[src/inc/nie_pkg.sv]
// package: sizes, priorities and timing constants of the interrupt expander
package nie_pkg;
  localparam int unsigned NIE_GROUPS     = 12;
  localparam int unsigned NIE_POSITIONS  = 8;
  localparam int unsigned NIE_CPU_LINES  = 16;
  localparam int unsigned NIE_SRC_COUNT  = NIE_GROUPS * NIE_POSITIONS;
  localparam int unsigned NIE_VEC_W      = 7;
  localparam int unsigned NIE_LINE_W     = 4;
  localparam int unsigned NIE_POS_W      = 3;
  // fixed global levels: reset 1, nmi 3, line one at 5 and down from there
  localparam int unsigned NIE_LVL_RESET  = 1;
  localparam int unsigned NIE_LVL_NMI    = 3;
  localparam int unsigned NIE_LVL_LINE1  = 5;
  // entry latency into a prioritized routine, in core cycles
  localparam int unsigned NIE_ENTRY_CYC  = 22;
  localparam logic [15:0] NIE_ACK_ALL    = 16'hFFFF;
  localparam logic [15:0] NIE_LINE_EN_RST = 16'h0000;
  localparam logic [7:0]  NIE_GRP_EN_RST = 8'h00;
  localparam logic [11:0] NIE_ACK_RST    = 12'h000;
  localparam logic [6:0]  NIE_VEC_NONE   = 7'h7F;
endpackage : nie_pkg

[src/nie_ctrl.sv]
// nested interrupt expander top: groups, line enables, mask, acknowledge
`timescale 1ns/10ps
module nie_ctrl
  import nie_pkg::*;
(
  input  wire logic        sys_clk,
  input  wire logic        resetn,
  input  wire logic [95:0] periph_irq,
  input  wire logic [3:0]  direct_irq,
  input  wire logic        nmi_in,
  input  wire logic        line_en_we,
  input  wire logic [15:0] line_en_wdata,
  input  wire logic        grp_en_we,
  input  wire logic [3:0]  grp_en_sel,
  input  wire logic [7:0]  grp_en_wdata,
  input  wire logic        ack_we,
  input  wire logic [15:0] ack_wdata,
  input  wire logic        mask_set,
  input  wire logic        mask_clr,
  input  wire logic        irq_taken,
  input  wire logic        irq_return,
  output logic [15:0]      cpu_line_enable_reg,
  output logic [7:0]       grp_en_rdata,
  output logic [11:0]      group_acknowledge_reg,
  output logic             global_interrupt_mask,
  output logic [15:0]      cpu_interrupt_lines,
  output logic             irq_req,
  output logic             nmi_req,
  output logic [3:0]       irq_line,
  output logic [6:0]       irq_vector,
  output logic             entry_busy,
  output logic [3:0]       nest_depth
);
  // =========================================================
  // state
  typedef struct packed {
    logic [95:0] sync1;
    logic [95:0] sync2;
    logic [3:0]  dsync1;
    logic [3:0]  dsync2;
    logic        nsync1;
    logic        nsync2;
    logic [15:0] line_en;
    logic [95:0] grp_en;
    logic [11:0] ack;
    logic        gmask;
    logic [15:0] lines;
    logic [6:0]  vec;
    logic [3:0]  line;
    logic [4:0]  entry_cnt;
    logic [3:0]  depth;
  } nie_state_t;

  nie_state_t st_r, st_nxt;

  logic [11:0] g_any;
  logic [2:0]  g_pos [NIE_GROUPS];
  logic [15:0] raw_lines;
  logic        found;
  logic [3:0]  win;

  localparam logic [4:0] ENTRY_LAST = 5'(NIE_ENTRY_CYC - 1);

  function automatic logic [6:0] vec_of(input logic [3:0] g,
                                        input logic [2:0] p);
    vec_of = 7'({3'h0, g} * NIE_POSITIONS) + 7'(p);
  endfunction : vec_of

  // =========================================================
  // group stage
  genvar gi;
  generate
    for (gi = 0; gi < NIE_GROUPS; gi++) begin : g_grp
      nie_group_pick u_pick (
        .pend   (st_r.sync2[gi*NIE_POSITIONS +: NIE_POSITIONS]),
        .enable (st_r.grp_en[gi*NIE_POSITIONS +: NIE_POSITIONS]),
        .any    (g_any[gi]),
        .pos    (g_pos[gi])
      );
    end
  endgenerate

  // =========================================================
  // line stage and next state
  always_comb begin
    st_nxt = st_r;
    st_nxt.sync1  = periph_irq;
    st_nxt.sync2  = st_r.sync1;
    st_nxt.dsync1 = direct_irq;
    st_nxt.dsync2 = st_r.dsync1;
    st_nxt.nsync1 = nmi_in;
    st_nxt.nsync2 = st_r.nsync1;
    // lines 1..12 from groups, blocked while their ack bit stands
    raw_lines = {st_r.dsync2, g_any & ~st_r.ack};
    st_nxt.lines = raw_lines & st_r.line_en;
    found = 1'b0;
    win   = 4'h0;
    for (int i = NIE_CPU_LINES - 1; i >= 0; i--) begin
      if (st_r.lines[i]) begin
        found = 1'b1;
        win   = NIE_LINE_W'(i);
      end
    end
    if (line_en_we) begin
      st_nxt.line_en = line_en_wdata;
    end
    if (grp_en_we && grp_en_sel < 4'(NIE_GROUPS)) begin
      st_nxt.grp_en[grp_en_sel*NIE_POSITIONS +: NIE_POSITIONS] = grp_en_wdata;
    end
    if (ack_we) begin
      st_nxt.ack = st_r.ack & ~ack_wdata[11:0];
    end
    if (mask_clr) begin
      st_nxt.gmask = 1'b0;
    end
    if (mask_set) begin
      st_nxt.gmask = 1'b1;
    end
    if (st_r.entry_cnt != 5'h0) begin
      st_nxt.entry_cnt = st_r.entry_cnt - 5'h1;
    end
    if (irq_return && st_r.depth != 4'h0) begin
      st_nxt.depth = st_r.depth - 4'h1;
    end
    if (irq_taken && irq_req) begin
      // core entry masks further maskable interrupts until software unmasks
      st_nxt.gmask     = 1'b1;
      st_nxt.entry_cnt = ENTRY_LAST;
      st_nxt.vec       = st_r.line < 4'(NIE_GROUPS)
                         ? vec_of(st_r.line, g_pos[st_r.line]) : NIE_VEC_NONE;
      if (st_r.line < 4'(NIE_GROUPS)) begin
        st_nxt.ack[st_r.line] = 1'b1;
      end
      if (!(irq_return && st_r.depth != 4'h0)) begin
        st_nxt.depth = st_r.depth + 4'h1;
      end
    end
    st_nxt.line = win;
    if (!found) begin
      st_nxt.line = st_r.line;
    end
  end

  always_ff @(posedge sys_clk or negedge resetn) begin
    if (!resetn) begin
      st_r         <= '0;
      st_r.line_en <= NIE_LINE_EN_RST;
      st_r.ack     <= NIE_ACK_RST;
      st_r.gmask   <= 1'b1;
      st_r.vec     <= NIE_VEC_NONE;
    end else begin
      st_r <= st_nxt;
    end
  end

  // =========================================================
  // outputs
  assign cpu_line_enable_reg   = st_r.line_en;
  assign group_acknowledge_reg = st_r.ack;
  assign global_interrupt_mask = st_r.gmask;
  assign cpu_interrupt_lines   = st_r.lines;
  assign irq_req   = (|st_r.lines) && !st_r.gmask && st_r.entry_cnt == 5'h0;
  assign nmi_req   = st_r.nsync2;
  assign irq_line  = st_r.line;
  assign irq_vector = st_r.vec;
  assign entry_busy = st_r.entry_cnt != 5'h0;
  assign nest_depth = st_r.depth;
  assign grp_en_rdata = grp_en_sel < 4'(NIE_GROUPS)
         ? st_r.grp_en[grp_en_sel*NIE_POSITIONS +: NIE_POSITIONS] : 8'h00;

  // =========================================================
  // checks
  a_mask_blocks: assert property (
    @(posedge sys_clk) disable iff (!resetn)
    st_r.gmask |-> !irq_req)
    else $error("request while global mask set");
  a_line_gated: assert property (
    @(posedge sys_clk) disable iff (!resetn)
    (cpu_interrupt_lines & ~$past(st_r.line_en)) == 16'h0000)
    else $error("disabled line reached core");
  a_ack_blocks: assert property (
    @(posedge sys_clk) disable iff (!resetn)
    (irq_taken && irq_req && st_r.line < 4'(NIE_GROUPS) && !ack_we)
    |=> st_r.ack[$past(st_r.line)])
    else $error("group ack not set on forward");
  a_ack_all: assert property (
    @(posedge sys_clk) disable iff (!resetn)
    (ack_we && ack_wdata == NIE_ACK_ALL && !irq_taken)
    |=> st_r.ack == 12'h000)
    else $error("ack all did not re-arm");
  a_entry_time: assert property (
    @(posedge sys_clk) disable iff (!resetn)
    (irq_taken && irq_req) |=> entry_busy [*8])
    else $error("entry window too short");
  // take cycle plus the busy cycles make up the whole entry window
  a_entry_hold: assert property (
    @(posedge sys_clk) disable iff (!resetn)
    (irq_taken && irq_req) |-> ##21 entry_busy)
    else $error("entry window ends early");
  a_entry_end: assert property (
    @(posedge sys_clk) disable iff (!resetn)
    (irq_taken && irq_req) |-> ##22 !entry_busy)
    else $error("entry window too long");
  a_taken_masks: assert property (
    @(posedge sys_clk) disable iff (!resetn)
    (irq_taken && irq_req && !mask_clr) |=> global_interrupt_mask)
    else $error("entry did not mask");
  a_lowest_wins: assert property (
    @(posedge sys_clk) disable iff (!resetn)
    (|cpu_interrupt_lines) |=>
      ((($past(cpu_interrupt_lines) >> irq_line) & 16'h0001) == 16'h0001)
      && (($past(cpu_interrupt_lines)
           & ((16'h0001 << irq_line) - 16'h0001)) == 16'h0000))
    else $error("priority pick wrong");
  a_pick_first: assert property (
    @(posedge sys_clk) disable iff (!resetn)
    (st_r.lines[0]) |=> irq_line == 4'h0)
    else $error("line one not highest");

  c_take: cover property (@(posedge sys_clk) disable iff (!resetn)
    irq_taken && irq_req);
  c_nest: cover property (@(posedge sys_clk) disable iff (!resetn)
    nest_depth == 4'h2);
  c_ack_all: cover property (@(posedge sys_clk) disable iff (!resetn)
    ack_we && ack_wdata == NIE_ACK_ALL);
endmodule : nie_ctrl

[src/nie_group_pick.sv]
// one expansion group: enable gating and fixed position priority
`timescale 1ns/10ps
module nie_group_pick
  import nie_pkg::*;
(
  input  wire logic [7:0] pend,
  input  wire logic [7:0] enable,
  output logic            any,
  output logic [2:0]      pos
);
  logic [7:0] live;
  always_comb begin
    live = pend & enable;
    any  = |live;
    pos  = 3'h0;
    for (int i = NIE_POSITIONS - 1; i >= 0; i--) begin
      if (live[i]) begin
        pos = NIE_POS_W'(i);
      end
    end
  end
endmodule : nie_group_pick
[config.mk]
export PLATFORM = sky130hd
export DESIGN_NAME = nie_ctrl
export DESIGN_NICKNAME = d
export VERILOG_FILES = /design/src/inc/nie_pkg.sv /design/src/nie_ctrl.sv /design/src/nie_group_pick.sv
export SDC_FILE = /design/constraint.sdc
export NUM_CORES = 1
export LEC_CHECK = 0
export BUFFER_PORTS_ARGS = -buffer_cell sky130_fd_sc_hd__buf_2
export CAP_MARGIN = 30
export CORE_UTILIZATION = 25
export CTS_CLUSTER_SIZE = 28
export DETAILED_ROUTE_END_ITERATION = 6
export PLACE_DENSITY_LB_ADDON = 0.1
export SLEW_MARGIN = 20
export SYNTH_ARGS = -nofsm -noshare
export SYNTH_HDL_FRONTEND = slang
export SYNTH_SLANG_ARGS = --single-unit
[constraint.sdc]
create_clock -name sys_clk -period 3.52 [get_ports sys_clk]
set_input_delay 0.704 -clock sys_clk [delete_from_list [all_inputs] [get_ports sys_clk]]
set_output_delay 0.704 -clock sys_clk [all_outputs]
set_load 0.05 [all_outputs]
; ---- Word-level counts from Yosys, hierarchy flattened
; Index checks and enable logic that the tools add are counted.
[classes]
add_sub_neg = 5
order_cmp = 5
shift = 3
muxes = 145
bitwise = 19
reduce_logical = 25
[ops]
columns = cell, count
row1 = $mux W3, 98
row2 = $and A8 B8 Y8, 12
row3 = $bwmux W96, 1
row4 = $reduce_or A8 Y1, 12
row5 = $shift A8 B34 Y96 const A, 1
row6 = $shiftx A8 B34 Y96, 1
row7 = $shiftx A96 B8 Y8, 1
row8 = $mux W4, 18
row9 = $neg A7 Y34, 1
row10 = $and A12 B12 Y12, 2
row11 = $mux W12, 2
row12 = $not A12 Y12, 2
row13 = $mux W1, 19
row14 = $and A16 B16 Y16, 1
row15 = $reduce_or A16 Y1, 1
row16 = $mux W13, 1
row17 = $bmux W3 S4, 1
row18 = $or A12 B12 Y12, 1
row19 = $mux W9, 1
row20 = $lt A4 B4 Y1 const B, 2
row21 = $mux W8, 1
row22 = $add A7 B3 Y7, 1
row23 = $mux W7, 1
row24 = $logic_and A1 B1 Y1, 6
row25 = other kinds (15), 15
[word_totals]
ff_bits = 363
elab_cells = 217

; ---- Logic depth before layout (Yosys ltp)
; Gate-level depths: netlist of the first run.
[logic_depth]
word_depth = 16
depth_mapped = 14
ltp_nobuf = 10

; ---- Hierarchy
; A second synthesis of the first run with hierarchy kept.
[hier_totals]
cells_unflattened = 1183
hier_area_um2 = 14659.1
[modules_own_cells]
columns = module, n_inst, cells_each, area_per_inst_um2, seq_area_each_um2
row1 = nie_ctrl, 1, 955, 13157.6, 9093.7
row2 = nie_group_pick, 12, 19, 125.1, 0.0

; ---- Least setup slack after synthesis of the first run
; No wires, ideal clock.
[synth_path]
kind = input-to-output
start = in grp_en_sel[3]
end = out grp_en_rdata[5]
arrival_time_ps = 2291
required_time_ps = 2816
setup_slack_ps = 525
stages = 5
cell_sequence = buf_4 -> clkbuf_1 -> mux4_2 -> mux2i_1 -> o22ai_1
[synth_between]
elab_chain_len = 2
[synth_rtl]
columns = element, line
row1 = start: declaration, nie_ctrl.sv:14  ; input wire logic [3:0] grp_en_sel,
row2 = $shiftx A96 B8 Y8 or $lt A4 B4 Y1 (tied branches), "nie_ctrl.sv:169, nie_ctrl.sv:168"
row3 = $mux W8 (*), nie_ctrl.sv:169  ; ? st_r.grp_en[grp_en_sel*NIE_POSITIONS +: NIE_POSITIONS] : 8'h00;
row4 = end: declaration, nie_ctrl.sv:23  ; output logic [7:0] grp_en_rdata,
; Every way passes the cells marked *; elsewhere a longest branch is shown, timed or not.

; ---- Final worst setup path of the first run
[layout_path]
start = in grp_en_sel[0]
end = out grp_en_rdata[4]
; Same word-level chain as after synthesis.

==> results of run 1 <==
cell families (layout without fill, tap and decap cells):
group                    after synthesis  count (layout)
AND/OR/NAND/NOR                      410             410
multiplexers                          46              46
adder cells (fa/ha/maj)               10              10
buffers and inverters                144             362
other                                  0               1
XOR/XNOR                               5               5
AO/OA/AOI/OAI                        260             260
flip-flops                           363             363
layer usage:
metal / global-route usage [%] / part of all wire (%)
met1: 23.42 / 46
met2: 26.17 / 46
met3: 3.478 / 5.3
met4: 5.454 / 2.3
met5: 0 / 0.072
how the worst min path moves through the flow:
stage / cells after the start / start / end
global placement: 0 / st_nxt[165] / raw_lines[14]
detailed placement: 0 / st_nxt[163] / raw_lines[12]
CTS: 1 / resetn / nest_depth[3]
floorplan: 0 / st_nxt[161] / nmi_req
global route: 1 / resetn / nest_depth[3]
finish: 1 / resetn / nest_depth[3]
final cells by class:
type / instances / area [um2]
diodes: 1 / 2.502
clock buffers: 56 / 1217
clock inverters: 22 / 347.8
fillers: 5861 / 39020
inverters: 42 / 157.7
multi-input cells: 731 / 4477
flip-flops and latches: 363 / 9094
well taps: 756 / 945.9
repair buffers: 242 / 1339
stage by stage:
step | area [um2] | setup WS [ns] | cells | utilization, % | total power [W]
floorplan | 14390 | 0.5252 | 1238 | - | 0.006428
global placement | 16010 | 0.1537 | 2134 | 28.28 | 0.007230
detailed placement | 16010 | 0.1443 | 2134 | 28.29 | 0.007253
CTS | 17580 | 0.1574 | 2212 | 31.05 | 0.01224
global route | 17580 | 0.1109 | 2212 | 31.05 | 0.01261
finish | 17580 | 0.2397 | 2213 | 31.06 | 0.01205
layout by cell type (no fill, tap or decap), types with 5 or more instances in the layout:
| cell type | count |
|---|---|
| nor2_1 | 28 |
| ha_1 | 10 |
| buf_2 | 219 |
| dfrtp_1 | 355 |
| clkbuf_16 | 45 |
| nand4_1 | 9 |
| a22oi_1 | 20 |
| buf_12 | 5 |
| nand2_1 | 262 |
| a32oi_1 | 13 |
| inv_1 | 40 |
| dfstp_2 | 8 |
| and3_1 | 6 |
| o21ai_0 | 117 |
| a41oi_1 | 5 |
| clkbuf_8 | 5 |
| nand2b_1 | 13 |
| clkinv_2 | 9 |
| a221oi_1 | 10 |
| mux2_2 | 13 |
| bufinv_16 | 9 |
| nor3_1 | 14 |
| and2_1 | 9 |
| buf_4 | 17 |
| mux4_2 | 24 |
| nand3_1 | 31 |
| nor2b_1 | 8 |
| a31oi_1 | 5 |
| a21oi_1 | 24 |
| a311oi_1 | 5 |
| o22ai_1 | 11 |
| a32o_1 | 8 |
| a211oi_1 | 6 |
| clkbuf_1 | 6 |
| a22o_1 | 14 |
| mux2i_1 | 9 |
power by group through the flow:
| stage | Clock [W] | Combinational, W | Sequential, W |
|---|---|---|---|
| detailed placement | 0 | 0.00218 | 0.00507 |
| finish | 0.00489 | 0.00216 | 0.00499 |
| global route | 0.00521 | 0.00235 | 0.00504 |
| CTS | 0.00505 | 0.00219 | 0.00500 |
| global placement | 0 | 0.00217 | 0.00506 |
| floorplan | 0 | 0.00156 | 0.00486 |
==> run metrics, run 1 <==
final HPWL from detailed placement=36,920 um; Bufs on Longest Clock Path=3; Clock Latency Late Sink=0.57 ns; largest net degree at the start of global routing=80; Routed Wire Length=48,920 um; Final Hold Vio Count=0; relative slew slack=28.32%; worst clock skew=roughly 0.031 ns; Synth area leader=dfrtp_1; switching share of power=just over 30%; cell family with most CP delay=buffers and inverters; post-synthesis async set-or-reset flop share=100.0%; HP Class=in2async; root buffer cell=clkbuf_16; total CTS buffers=43; flop-to-flop setup slack=0.97 ns; FF+latch count, synth=363; Top FF cell, synth=dfrtp_1; max incr delay on CP=slightly above 0.5 ns; synth-to-layout area growth=22.16%; post-route ant nets=0; Critical Path Stages=6; Synth Area in XOR/XNOR=0.3043%; Netlist cell types=65; Peak VDD IR=0.2901 mV; number of warnings issued by yosys=0; die width=around 240 um; R2R cell count=7; clock power share=~41%; WP buf/inv=3; Fmax=0.3049 GHz; First-pass DRT Iterations=5; post-CTS setup buffers=0; commonest cells in the netlist=dfrtp_1, nand2_1, o21ai_0, buf_4, inv_1; Area contributors post-synth=dfrtp_1, nand2_1, o21ai_0; Post-synth EDFFs=0; Nets=1,587; CTS clock-pin slew for the worst setup and hold paths=0.06 ns; outcome=completed; CP Cell Sequence=buf_2 -> buf_4 -> mux4_2 -> mux2i_1 -> o22ai_1 -> buf_2; CP dominant cell by count=buf_2; Comb pwr share=between 10% and 20%; core area=56,600 um2; hold_buf cts=0; slew of the pin with the lowest slew margin=~1.1 ns; Synth Area in Compound Gates=11.57%; number of global-route vias before repair=10.41k; initial DRC count=584; Max-cap violations=0; placer congestion estimate=between 0.8 and 0.9; Syn Area/Cell=roughly 12 um2; die height=241.9 um; Startpoint Class=input port; Site Rows=87; sequential power share=41.4%; WP data arrival=2.58 ns; I/O Buffers=220; global-route wire length before repair=71,870 um; slowest CP cell=mux4_2; setup TNS=0 ns; Num Clock Sinks=363; post-synthesis mux area share=under 10%; Resized Gates After CTS=0; Finish-stage setup viols=0; Vias/cell=4.572; Static Leak=7.865 nW; routed via count=10.12k; mapped cell area=14,390 um2; Overall Global Routing Usage=16.85%; H-tree levels=2; per-cell routed wire length=22.11 um; Simple-Gate Fraction of Synth Area=12.93%; Die ar.=slightly below 60,000 um2; max reg flops=between 150 and 200; Biggest register=st_r; Syn Nets=1,402; Synth Area in Adders=0.8694%; Mapped Cells=1,238; CP endpoint=grp_en_rdata[4]; drc violations=0; CP required=around 2.8 ns; top cell type's share of synthesized area=around 60%; Int Pwr=0.008338 W; post-layout min period=around 3.3 ns; worst reg2reg startpoint=st_r[143]; max-slew violation count=0; initial core utilization=roughly a quarter; Hold WS=between 0.1 and 0.15 ns; period utilization=93.19%; CP max FO=13; RSZ-0062 raised after global routing=no; IO Count=roughly 230; most common cell in the netlist=dfrtp_1; Reg2Reg Capture Point=irq_vector[1]; sequential share of the synthesized area=63.19%; initial antenna violation count=5; ratio of cells with drive above 1 in the final layout=25.69%; CP endpoint kind=output port; crit path kind=in2out; CTS tree=done; largest family of logic cells by synthesized area=simple AND/OR/NAND/NOR gates; Critical Path Source=grp_en_sel[0]; grt ovf=0; switching power=0.003709 W; Power Dens Cells=around 700 nW/um2
No activity file was read; power rests on OpenSTA's default activity.
==> run 2: changes to the inputs <==
Settings changed: REMOVE_ABC_BUFFERS from default to 1.
==> run 2 against run 1 <==
Net effect:
- maximum frequency is 2.0% higher
- count of clock-buffer cells in the layout is 4 higher
- setup slack better by 0.065 ns
- wire length is 2.1% lower
- combinational power hardly changed
- worst hold slack worse by 0.031 ns
- first-iteration DRC count is 6.0% higher
- via count is 0.14% lower
- register-to-register slack worse by 0.06 ns
- core utilization is 0.11 points higher
- sequential power hardly changed
- sequential share of layout area is 0.18 points lower
- critical endpoint is now grp_en_rdata[6]
==> run metrics, run 2 (same netlist as run 1, synthesis figures left out) <==
outcome=completed; period utilization=between 90% and 100%; post-route ant nets=0; Bufs on Longest Clock Path=3; CTS tree=done; Die ar.=58,530 um2; Overall Global Routing Usage=about 17%; Vias/cell=4.547; drc violations=0; Clock Latency Late Sink=0.56 ns; CP required=2.82 ns; initial DRC count=between 600 and 700; Routed Wire Length=roughly 48,000 um; Final Hold Vio Count=0; Nets=1,596; Resized Gates After CTS=0; First-pass DRT Iterations=5; placer congestion estimate=a little under 0.9; hold_buf cts=0; Fmax=0.3110 GHz; initial antenna violation count=3; die height=241.9 um; Comb pwr share=17.8%; post-layout min period=3.216 ns; Setup WS post-layout=~0.30 ns; final HPWL from detailed placement=36,110 um; number of global-route vias before repair=10.39k; Max-cap violations=0; Power Dens Cells=681.8 nW/um2; WP data arrival=approximately 2.5 ns; worst clock skew=0.01115 ns; DP Worst Slack=0.07515 ns; commonest cells after routing, fill and taps aside=dfrtp_1, nand2_1, buf_2; root buffer cell=clkbuf_16; Startpoint Class=input port; per-cell routed wire length=21.55 um; setup TNS=0 ns; H-tree levels=2; ant diodes=0; Site Rows=87; Fill cells=slightly below 6k; Peak VDD IR=around 0.34 mV; core area=56,600 um2; relative slew slack=35.10%; post-CTS setup buffers=0; die width=241.9 um; RSZ-0062 raised after global routing=no; global-route wire length before repair=71,240 um; sequential power share=about two fifths; CP endpoint kind=output port; grt ovf=0; Int Pwr=0.008334 W; I/O Buffers=220; largest net degree at the start of global routing=77; initial core utilization=between 20% and 30%; commonest non-fill, non-tap cell in the layout=dfrtp_1; max-slew violation count=0; total CTS buffers=43; Num Clock Sinks=~360; routed via count=10.10k; total design power=0.01203 W; IO Count=225; max reg flops=between 150 and 200; HP Class=in2async; clock power share=40.8%; fin util=31.17%; CP max FO=18; crit path kind=in2out; switching power=between 0.003 and 0.004 W; ratio of cells with drive above 1 in the final layout=26.13%; Finish-stage setup viols=0; synth-to-layout area growth=22.60%; CTS clock-pin slew for the worst setup and hold paths=0.06 ns; switching share of power=30.72%; slew of the pin with the lowest slew margin=0.9735 ns; Static Leak=7.905 nW; Biggest register=st_r
## run 2: cell count changes in the layout (fill, tap and decap cells not counted), sizes merged
cell    before  now
buf        242  250
clkinv       9    8
diode        1    0
bufinv       9    8
clkbuf      56   61
inv         44   43
## run 2: final timing paths
check / from / to / slack [ns] / depth (start not counted)
setup / recovery: grp_en_sel[0] / grp_en_rdata[6] / 0.30 / 6
hold / removal: resetn / nest_depth[2] / 0.11 / 1
setup reg to reg: st_r[141] / irq_vector[1] / 0.91 / 7
hold reg to reg: st_nxt[231] / st_r[231] / 0.35 / 0
max in group asynchronous: resetn / st_r[263] / 2.52 / 2
min in group sys_clk: periph_irq[55] / st_nxt[226] / 0.24 / 1
## run 2: power by group through the flow
stage | Combinational (W) | Clock [W] | Sequential [W]
after floorplan | 0.000879 | 0 | 0.00533
after global placement | 0.00215 | 0 | 0.00505
after detailed placement | 0.00216 | 0 | 0.00506
after CTS | 0.00217 | 0.00507 | 0.00499
after global routing | 0.00233 | 0.00522 | 0.00504
final | 0.00214 | 0.00491 | 0.00498
## run 2: area by class of cell
| cell class | instances | area [um2] | area share (%) |
|---|---|---|---|
| repair buffers | 251 | 1396 | 7.914 |
| inverters | 42 | 157.7 | 0.8936 |
| multi-input cells | 731 | 4477 | 25.37 |
| clock inverters | 19 | 310.3 | 1.759 |
| well taps | 756 | 945.9 | 5.361 |
| flip-flops and latches | 363 | 9094 | 51.54 |
| clock buffers | 60 | 1262 | 7.156 |
## run 2: worst max-delay path: stages
cell and delay, ns:
clkbuf_4 0.36, buf_4 0.32, mux4_2 0.53, inv_1 0.09, o22ai_1 0.19, buf_2 0.28
## run 2: per-layer routing
layer	up-vias	global-route usage [%]	wire length [um]
met5	-	0	28
met1	5042	23.44	22550
met2	323	24.80	21150
met4	6	5.082	1140
li1	4663	-	-
met3	69	3.933	3004
## run 2: stage by stage
stage / cells / hold WS (ns) / area (um2)
after floorplan: 1136 / 0.3312 / 13720
after global placement: 2143 / 0.3341 / 16060
after detailed placement: 2143 / 0.3347 / 16070
after CTS: 2222 / 0.1292 / 17640
after global routing: 2222 / 0.1483 / 17640
final: 2222 / 0.1087 / 17640
